===== src/rtl/playback_switch_params.svh =====
// register offsets, reset values and field positions of the playback switch
`ifndef PLAYBACK_SWITCH_PARAMS_SVH
`define PLAYBACK_SWITCH_PARAMS_SVH
`define SPC_CTRL_ADDR       16'hD06E
`define SPC_CTRL_INDEX      16'hD06E
`define SPC_PORT_CFG_INDEX  16'hD06F
`define SPC_STATUS_INDEX    16'hD070
`define SPC_CTRL_RESET      8'h00
`define SPC_PORT_CFG_RESET  8'h00
`define SPC_VN_BIT          7
`define SPC_POL_BIT         6
`define SPC_CRH_BIT         5
`define SPC_HAH_BIT         4
`define SPC_SIG_HI          3
`define SPC_SIG_LO          0
`endif


===== src/rtl/playback_switch_pkg.sv =====
// types shared by the playback switch files
package playback_switch_pkg;
    typedef logic [3:0] source_sel_t;
    typedef logic [7:0] ctrl_byte_t;
    typedef logic [31:0] word_t;
endpackage


===== src/rtl/source_select.sv =====
// output source decoder for the chroma and head-amplifier select outputs
`timescale 1ns/1ps
module source_select (
    // selection field
    input  wire playback_switch_pkg::source_sel_t sel,
    // candidate sources
    input  wire logic                             head_sw,
    input  wire logic                             compare,
    input  wire logic                             rtp_bit,
    // decoded outputs
    output logic                                  chroma_raw,
    output logic                                  headamp_raw
);
    import playback_switch_pkg::*;

    // table decode of the signal control field
    always_comb begin
        chroma_raw  = 1'b0;
        headamp_raw = 1'b0;
        case (sel)
            4'h0: begin chroma_raw = 1'b0; headamp_raw = 1'b0; end
            4'h1: begin chroma_raw = head_sw; headamp_raw = 1'b0; end
            4'h2: begin chroma_raw = head_sw; headamp_raw = 1'b1; end
            4'h3: begin chroma_raw = 1'b0; headamp_raw = head_sw; end
            4'h4: begin chroma_raw = 1'b1; headamp_raw = head_sw; end
            4'h5: begin chroma_raw = head_sw ^ compare; headamp_raw = compare; end
            4'h6: begin chroma_raw = ~(head_sw ^ compare); headamp_raw = compare; end
            4'h7: begin chroma_raw = head_sw ^ rtp_bit; headamp_raw = rtp_bit; end
            default: begin chroma_raw = ~(head_sw ^ rtp_bit); headamp_raw = rtp_bit; end
        endcase
    end
endmodule // source_select


===== src/rtl/four_head_playback_switch.sv =====
// four-head special playback switch: apb control byte, source select, line retiming
// Function
// - both outputs may be retimed to line sync
// - pins may serve as general ports
// - write-only control byte, cleared on reset/standby/stop
// - top bit picks video or narrow waveform
// - polarity bit inverts comparison input
// - chroma retimed when its sync bit zero
// - head-amp retimed when its sync bit zero
// - four-bit field selects output sources
`timescale 1ns/1ps
`include "playback_switch_params.svh"
module four_head_playback_switch (
    // clock and reset
    input  wire logic                         ref_clk,
    input  wire logic                         rst_b,
    // low-power entry
    input  wire logic                         standby,
    input  wire logic                         module_stop,
    // apb slave
    input  wire logic                         psel,
    input  wire logic                         penable,
    input  wire logic                         pwrite,
    input  wire logic [15:0]                  paddr,
    input  wire playback_switch_pkg::word_t   pwdata,
    output logic                              pready,
    output playback_switch_pkg::word_t        prdata,
    output logic                              pslverr,
    // waveforms from the timing generator
    input  wire logic                         video_ff_signal,
    input  wire logic                         narrow_ff_signal,
    input  wire logic                         line_sync_ref,
    input  wire logic                         realtime_port_bit0,
    // comparison pin
    input  wire logic                         compare_in,
    // output pins; chroma and headamp carry port data when unused, compare_port_in always mirrors the comparison pin
    output logic                              chroma_ctrl_out,
    output logic                              headamp_select_out,
    output logic                              compare_port_in
);
    import playback_switch_pkg::*;

    logic       rst_s1_ff, rst_s2_ff;
    logic       cmp_s1_ff, cmp_s2_ff;
    logic       osc_s1_ff, osc_s2_ff, osc_prev_ff;
    logic       vid_s1_ff, vid_s2_ff;
    logic       nar_s1_ff, nar_s2_ff;
    logic       rtp_s1_ff, rtp_s2_ff;
    ctrl_byte_t ctrl_ff;
    ctrl_byte_t port_cfg_ff;
    logic       chroma_ff, headamp_ff, cmp_port_ff;
    logic       pready_ff, pslverr_ff;
    word_t      prdata_ff;

    // reset released through two flip-flops
    always_ff @(posedge ref_clk or negedge rst_b) begin
        if (!rst_b) begin
            rst_s1_ff <= 1'b0;
            rst_s2_ff <= 1'b0;
        end else begin
            rst_s1_ff <= 1'b1;
            rst_s2_ff <= rst_s1_ff;
        end
    end

    wire rst_n = rst_s2_ff;

    // two-stage synchronisers on the comparison, line sync, waveform and port-bit inputs
    always_ff @(posedge ref_clk or negedge rst_n) begin
        if (!rst_n) begin
            cmp_s1_ff <= 1'b0;
            cmp_s2_ff <= 1'b0;
            osc_s1_ff <= 1'b0;
            osc_s2_ff <= 1'b0;
            vid_s1_ff <= 1'b0;
            vid_s2_ff <= 1'b0;
            nar_s1_ff <= 1'b0;
            nar_s2_ff <= 1'b0;
            rtp_s1_ff <= 1'b0;
            rtp_s2_ff <= 1'b0;
            osc_prev_ff <= 1'b0;
        end else begin
            cmp_s1_ff <= compare_in;
            cmp_s2_ff <= cmp_s1_ff;
            osc_s1_ff <= line_sync_ref;
            osc_s2_ff <= osc_s1_ff;
            vid_s1_ff <= video_ff_signal;
            vid_s2_ff <= vid_s1_ff;
            nar_s1_ff <= narrow_ff_signal;
            nar_s2_ff <= nar_s1_ff;
            rtp_s1_ff <= realtime_port_bit0;
            rtp_s2_ff <= rtp_s1_ff;
            osc_prev_ff <= osc_s2_ff;
        end
    end

    // apb decode
    wire        apb_access = psel && penable;
    wire        apb_wr     = apb_access && pwrite;
    wire [13:0] word_addr  = paddr[15:2];
    wire        hit_ctrl   = word_addr == 14'(`SPC_CTRL_INDEX);
    wire        hit_port   = word_addr == 14'(`SPC_PORT_CFG_INDEX);
    wire        hit_stat   = word_addr == 14'(`SPC_STATUS_INDEX);
    wire        hit_any    = hit_ctrl || hit_port || hit_stat;
    wire        low_power  = standby || module_stop;

    // control fields
    wire         preamp_result_polarity = ctrl_ff[`SPC_POL_BIT];
    wire         chroma_sync_ctrl       = ctrl_ff[`SPC_CRH_BIT];
    wire         headamp_sync_ctrl      = ctrl_ff[`SPC_HAH_BIT];
    source_sel_t output_source_sel;
    assign output_source_sel = ctrl_ff[`SPC_SIG_HI:`SPC_SIG_LO];

    // waveform and comparison conditioning
    wire head_switch_signal = ctrl_ff[`SPC_VN_BIT] ? nar_s2_ff : vid_s2_ff;
    wire compare_eff        = cmp_s2_ff ^ preamp_result_polarity;
    wire sync_edge          = osc_s2_ff && !osc_prev_ff;

    logic chroma_raw, headamp_raw;

    source_select u_source_select (
        .sel         (output_source_sel),
        .head_sw     (head_switch_signal),
        .compare     (compare_eff),
        .rtp_bit     (rtp_s2_ff),
        .chroma_raw  (chroma_raw),
        .headamp_raw (headamp_raw)
    );

    // port mode when the switch function is disabled: bit0 enables switch,
    // bits 1/2 carry port data for the two outputs
    wire switch_en    = port_cfg_ff[0];
    wire chroma_upd   = chroma_sync_ctrl || sync_edge;
    wire headamp_upd  = headamp_sync_ctrl || sync_edge;
    wire nxt_chroma   = !switch_en ? port_cfg_ff[1] :
                        (chroma_upd ? chroma_raw : chroma_ff);
    wire nxt_headamp  = !switch_en ? port_cfg_ff[2] :
                        (headamp_upd ? headamp_raw : headamp_ff);
    wire [31:0] nxt_rdata = hit_stat ? {29'h0, cmp_port_ff, headamp_ff, chroma_ff} :
                            hit_port ? {24'h0, port_cfg_ff} : 32'h0;

    // control registers; ctrl is cleared on standby or module stop
    always_ff @(posedge ref_clk or negedge rst_n) begin
        if (!rst_n) begin
            ctrl_ff     <= `SPC_CTRL_RESET;
            port_cfg_ff <= `SPC_PORT_CFG_RESET;
        end else if (low_power) begin
            ctrl_ff     <= `SPC_CTRL_RESET;
        end else if (apb_wr && pready_ff) begin // write lands at the edge that samples ready
            if (hit_ctrl) begin
                ctrl_ff <= pwdata[7:0];
            end
            if (hit_port) begin
                port_cfg_ff <= pwdata[7:0];
            end
        end
    end

    // output flip-flops
    always_ff @(posedge ref_clk or negedge rst_n) begin
        if (!rst_n) begin
            chroma_ff   <= 1'b0;
            headamp_ff  <= 1'b0;
            cmp_port_ff <= 1'b0;
        end else begin
            chroma_ff   <= nxt_chroma;
            headamp_ff  <= nxt_headamp;
            cmp_port_ff <= cmp_s2_ff;
        end
    end

    // apb answer: one wait state, ready pulse in the second access cycle
    always_ff @(posedge ref_clk or negedge rst_n) begin
        if (!rst_n) begin
            pready_ff  <= 1'b0;
            pslverr_ff <= 1'b0;
            prdata_ff  <= 32'h0;
        end else begin
            pready_ff  <= apb_access && !pready_ff;
            pslverr_ff <= apb_access && !pready_ff && !hit_any;
            prdata_ff  <= (apb_access && !pready_ff && !pwrite) ? nxt_rdata : 32'h0;
        end
    end

    assign pready             = pready_ff;
    assign pslverr            = pslverr_ff;
    assign prdata             = prdata_ff;
    assign chroma_ctrl_out    = chroma_ff;
    assign headamp_select_out = headamp_ff;
    assign compare_port_in    = cmp_port_ff;
endmodule // four_head_playback_switch


===== config.mk =====
export PLATFORM = sky130hd
export DESIGN_NAME = four_head_playback_switch
export DESIGN_NICKNAME = d
export VERILOG_FILES = /design/src/rtl/playback_switch_pkg.sv /design/src/rtl/source_select.sv /design/src/rtl/four_head_playback_switch.sv
export VERILOG_INCLUDE_DIRS = /design/src /design/src/rtl
export SDC_FILE = /design/constraint.sdc
export NUM_CORES = 1
export LEC_CHECK = 0
export CORE_AREA = 2 2 60 62
export CTS_BUF_LIST = sky130_fd_sc_hd__clkbuf_4 sky130_fd_sc_hd__clkbuf_8
export DETAILED_ROUTE_END_ITERATION = 10
export DIE_AREA = 0 0 62 64
export DONT_BUFFER_PORTS = 1
export PLACE_DENSITY = 0.74
export SETUP_SLACK_MARGIN = 0.2
export SYNTH_ARGS = -nofsm -noshare
export SYNTH_HDL_FRONTEND = slang
export SYNTH_HIERARCHICAL = 1
export SYNTH_SLANG_ARGS = --single-unit

===== constraint.sdc =====
create_clock -name ref_clk -period 4.13 [get_ports ref_clk]
set_clock_uncertainty 0.2 [all_clocks]
set_input_delay 0.413 -clock ref_clk [delete_from_list [all_inputs] [get_ports ref_clk]]
set_output_delay 0.413 -clock ref_clk [all_outputs]
set_load 0.02 [all_outputs]

== Yosys cells after proc, flatten, opt, wreduce, memory -nomap -nowiden ==
Cells that the tools add are included.
Storage, ports and cells
  bits in registers: 42
  latch bits: 0
  memories: 0
  logic and storage cells: 78
  output and inout port bits: 37
  bits in read-only memories: 0
  RAM bits: 0
Cells by class
  $lt $le $gt $ge: 0
  shifts and indexed selects: 0
  divide/modulo/power cells: 0
  bitwise gates (word level): 6
  add/sub/neg operators: 0
  reduce and logical (&&, ||, !) cells: 26
  multiplexer cells: 13
  eq/ne operators: 12
  multiply operators: 0
Operators with widths (count)
  $mux 8: 6
  $eq 14x13->1 const B: 3
  $eq 4x3->1 const B: 4
  $reduce_or 2->1: 5
  $eq 4x2->1 const B: 2
  $logic_and 1x1->1: 7
  $pmux 1 s6: 1
  $logic_or 1x1->1: 5
  $mux 1: 5
  $eq 4x1->1 const B: 1
  $logic_not 1->1: 4
  $logic_not 4->1: 1
  $ne 2x1->1 const B: 2
  $pmux 1 s4: 1
  $reduce_bool 2->1: 2
  $not 1->1: 3
  $reduce_and 3->1: 1
  $xor 1x1->1: 3
  $reduce_and 2->1: 1

== Depth between registers and ports, before layout ==
  depth after elaboration: 6
  mapped depth: 8
  mapped depth without buffers: 8

== Hierarchy ==
The synthesis kept the hierarchy.
By module, submodules not included
  four_head_playback_switch: cells each 127, times used 1, sequential area each 1051.0 um2, area each 1726.7 um2
  source_select: cells each 25, times used 1, sequential area each 0.0 um2, area each 180.2 um2

== Worst setup path before layout ==
No wires, ideal clock.
  kind: reg-to-reg
  start: reg ctrl_ff[7]
  end: reg headamp_ff, in the netlist headamp_select_out
  stages on the path, launching flop included: 8
  required time: 3806 ps
  arrival: 1391 ps
  slack: 2415 ps
  clock period less this slack: 1715 ps
  buffers on the path: 0
  path through: dfrtp_1 -> mux2_2 -> a211oi_2 -> a311oi_1 -> o22a_1 -> mux2i_1 -> o21ai_0 -> o31a_1
On the way
  word-level cells in the longest chain between the ends: 4
Ends and longest elaborated chain
  start: declaration: RTL line four_head_playback_switch.sv:49  | ctrl_byte_t ctrl_ff;
  start signal: assignment: RTL line four_head_playback_switch.sv:145  | ctrl_ff <= `SPC_CTRL_RESET;
  start signal: assignment: RTL line four_head_playback_switch.sv:148  | ctrl_ff <= `SPC_CTRL_RESET;
  start signal: assignment: RTL line four_head_playback_switch.sv:151  | ctrl_ff <= pwdata[7:0];
  $mux 1: RTL line four_head_playback_switch.sv:115  | wire head_switch_signal = ctrl_ff[`SPC_VN_BIT] ? nar_s2_ff : vid_s2_ff;
  via head_switch_signal: RTL line four_head_playback_switch.sv:115
  $pmux 1 s4: RTL line source_select.sv:20  | case (sel)
  via headamp_raw: RTL line four_head_playback_switch.sv:119  | logic chroma_raw, headamp_raw;
  $mux 1: RTL line four_head_playback_switch.sv:138  | (headamp_upd ? headamp_raw : headamp_ff);
  $mux 1: RTL line four_head_playback_switch.sv:137  | wire nxt_headamp = !switch_en ? port_cfg_ff[2] :
  end signal: assignment: RTL line four_head_playback_switch.sv:167  | headamp_ff <= nxt_headamp;
  end: declaration: RTL line four_head_playback_switch.sv:51  | logic chroma_ff, headamp_ff, cmp_port_ff;
The timed path passes the listed nets, and every way through them passes these cells. The select of a mux whose other input is x is not followed.
A chain may end at the register's enable or synchronous reset.

== Worst setup path in the final report ==
  start: reg ctrl_ff[6]
  end: reg headamp_ff, in the netlist headamp_select_out
On the way
  word-level cells in the longest chain between the ends: 4
Ends and longest elaborated chain
  $xor 1x1->1: RTL line four_head_playback_switch.sv:116  | wire compare_eff = cmp_s2_ff ^ preamp_result_polarity;
  via compare_eff: RTL line four_head_playback_switch.sv:116
  $pmux 1 s4: RTL line source_select.sv:20
  via headamp_raw: RTL line four_head_playback_switch.sv:119
  $mux 1: RTL line four_head_playback_switch.sv:138
  $mux 1: RTL line four_head_playback_switch.sv:137
The timed path passes the listed nets, and every way through them passes these cells. The select of a mux whose other input is x is not followed.

==> results.sh <==
export IMPL_wl_um=3210
export IMPL_min_period_ps=2000
export IMPL_r2r_start="ctrl_ff[6]"
export IMPL_die_height_um=64
export IMPL_first_pass_iters=4
export IMPL_synth_main_ff_cell="dfrtp_1"
export IMPL_post_cts_resized=0
export IMPL_synth_top_area_frac=0.551
export IMPL_hp_start="pwrite"
export IMPL_grt_total_usage=0.189
export IMPL_setup_tns_ps=0
export IMPL_regToRegSetupSlack_ps=2130
export IMPL_cts_max_level=2
export IMPL_nets=230
export IMPL_drt_wirelength_per_cell_um=14.8
export IMPL_routed_via_density=5.41
export IMPL_ir_drop_mv=0.264
export IMPL_rsz0062_at_grt="false"
export IMPL_dp_cells=195
export IMPL_crit_arrival_ps=2090
export IMPL_syn_avg_cell_area_sq_um=12.5
export IMPL_globalRouteOverflowTotal=0
export IMPL_hold_buffers=14
export IMPL_synth_area_leaders="dfrtp_1 55%, buf_4 9.4%, mux2_2 5.3%, a22o_1 3.7%, and2_1 2.6%"
export IMPL_fp_dieW_um=62
export IMPL_hold_path_class="in -> reg"
export IMPL_cpPeakStageDelay_ps=420
export IMPL_post_cts_setup_buffer_count=0
export IMPL_grt_pass1_wl_um=5330
export IMPL_hold_viol=0
export IMPL_synthesis_area_sq_mm=0.00191
export IMPL_relSlewSlack=0.608
export IMPL_synth_largest_area_cell="dfrtp_1"
export IMPL_setup_violations=0
export IMPL_ys_types=40
export IMPL_grt_max_degree=41
export IMPL_synth_enable_flop_cells=0
export IMPL_cts_tree="done"
export IMPL_place_congestion=0.717
export IMPL_clockRootBuffer="clkbuf_4"
export IMPL_initial_core_util=0.581
export IMPL_holdPathEnd="prdata[2]"
export IMPL_ant_nets=0
export IMPL_worstSetupEndpointType="flip-flop"
export IMPL_cp_slowest_cell="dfrtp_1"
export IMPL_status="finished clean"
export IMPL_worstPathRequired_ps=4230
export IMPL_insertion_delay_ps=350
export IMPL_clock_sinks=42
export IMPL_fin_crit_sh=0.483
export IMPL_area_delta_synth_final_pct=7.94
export IMPL_maxCapViolCount=0
export IMPL_crit_type="reg -> reg"
export IMPL_ys_seq_area_frac=0.551
export IMPL_port_buffers=0
export IMPL_syn_inst=152
export IMPL_num_io_pins=97
export IMPL_drcViolationCount=0
export IMPL_cts_buffers=5
export IMPL_reg2reg_to="headamp_select_out"
export IMPL_leakagePower_nw=0.957
export IMPL_drt_iter0_drc=51
export IMPL_rr_worst_depth=8
export IMPL_core_sq_mm=0.00328
export IMPL_clk_path_buf_depth=2
export IMPL_vias=1173
export IMPL_yosys_register_bits=42
export IMPL_worstHoldPathCells=2
export IMPL_final_cells=217
export IMPL_rows=21
export IMPL_pwr_density_cell_mw_per_mm2=339
export IMPL_hpwl_um=2280
export IMPL_start_kind="flip-flop"
export IMPL_grt_pass1_vias=1207
export IMPL_crit_chain="xor2_1 > nand2b_1 > a21oi_1 > a311oi_1 > o22a_1 > mux2i_1 > o21ai_0 > o31a_1"
export IMPL_slew_viol_final=0
export IMPL_antenna_found_initial=0
export IMPL_drive_above_1_share=0.152
export IMPL_clk_pin_slew_ps=120
export IMPL_cp_num_cells=8
export IMPL_max_freq_mhz=501
export IMPL_yosysWarnings=6
export IMPL_worst_path_buf_inv=0
export IMPL_worstMarginPinSlew_ps=586
export IMPL_path_delay_family="compound AO/OA/AOI/OAI gates"
export IMPL_crit_path_max_fanout=5
export IMPL_dieArea_sq_mm=0.00397
export IMPL_synthArstFlopShare=1.00
export IMPL_antenna_cells=0
export IMPL_crit_path_start="ctrl_ff[6]"
## worst max path at each step
stage / endpoint / slack, ps
after detailed placement: headamp_select_out / 2160
after global placement: ctrl_ff[0] / 2290
after floorplan: headamp_select_out / 2410
after CTS: headamp_select_out / 2120
after global routing: headamp_select_out / 2000
final: headamp_select_out / 2130
## placed cells by master (no fill, tap or decap), types with 2 or more instances in the layout
cell	Yosys	final
a21oi_1	2	2
a22o_1	8	8
a22oi_1	3	3
a31oi_1	2	2
and2_1	8	8
and3b_1	3	3
and4b_1	2	2
clkbuf_4	0	5
conb_1	2	25
dfrtp_1	42	42
dlygate4sd3_1	0	14
inv_1	2	2
mux2_2	9	9
mux2i_1	2	2
nand2b_1	3	3
nor2_1	8	8
o21ai_0	4	4
o21ai_1	2	2
o31a_1	2	2
xor2_1	2	2
## layout make-up
cell class	count	area, sq um
Clock inverter	2	16.3
Inverter	2	7.51
Multi-Input combinational cell	104	727
Timing Repair Buffer	15	148
Clock buffer	6	51.3
Fill cell	268	1230
Sequential cell	42	1050
Tap cell	46	57.6
## layer usage
layer,vias up,global-route usage,share of wire
met4,0,0.101,0.013
met2,47,0.294,0.51
met5,-,0,0
li1,530,-,-
met3,5,0.0810,0.063
met1,591,0.212,0.41
## kinds of logic after synthesis
kind of cell | after synthesis | synth area share
AO/OA/AOI/OAI | 29 | 0.123
XOR/XNOR | 2 | 0.00919
buffers and inverters | 29 | 0.113
flip-flops | 42 | 0.551
multiplexers | 11 | 0.0637
other | 2 | 0.00394
AND/OR/NAND/NOR | 37 | 0.136
## synthesized netlist by cell type, types with 2 or more instances
cell and count:
a21oi_1 2, a22o_1 8, a22oi_1 3, a31oi_1 2, and2_1 8, and3b_1 3
and4b_1 2, buf_4 24, buf_6 2, conb_1 2, dfrtp_1 42, inv_1 2
mux2_2 9, mux2i_1 2, nand2b_1 3, nor2_1 8, o21ai_0 4, o21ai_1 2
o31a_1 2, xor2_1 2
## power by group
part / internal, W / switching, W / total (W)
sequential: 0.000419 / 0.00000532 / 0.000424
combinational: 0.0000154 / 0.0000365 / 0.0000519
clock: 0.0000850 / 0.000137 / 0.000222
total: 0.000519 / 0.000179 / 0.000698
## per-stage QoR
stage                     total power [W]  cell area, sq um  setup WS [ps]  hold WS, ps  utilization
after detailed placement         0.000473              1850           2160        -82.5        0.563
after global routing             0.000735              2060           2000         29.3        0.627
after global placement           0.000471              1850           2290        -82.5        0.563
final                            0.000698              2060           2130         41.4        0.627
after CTS                        0.000706              2060           2120         27.9        0.627
after floorplan                  0.000484              1990           2410        -82.6            -
Power figures use the tool's default switching activity.
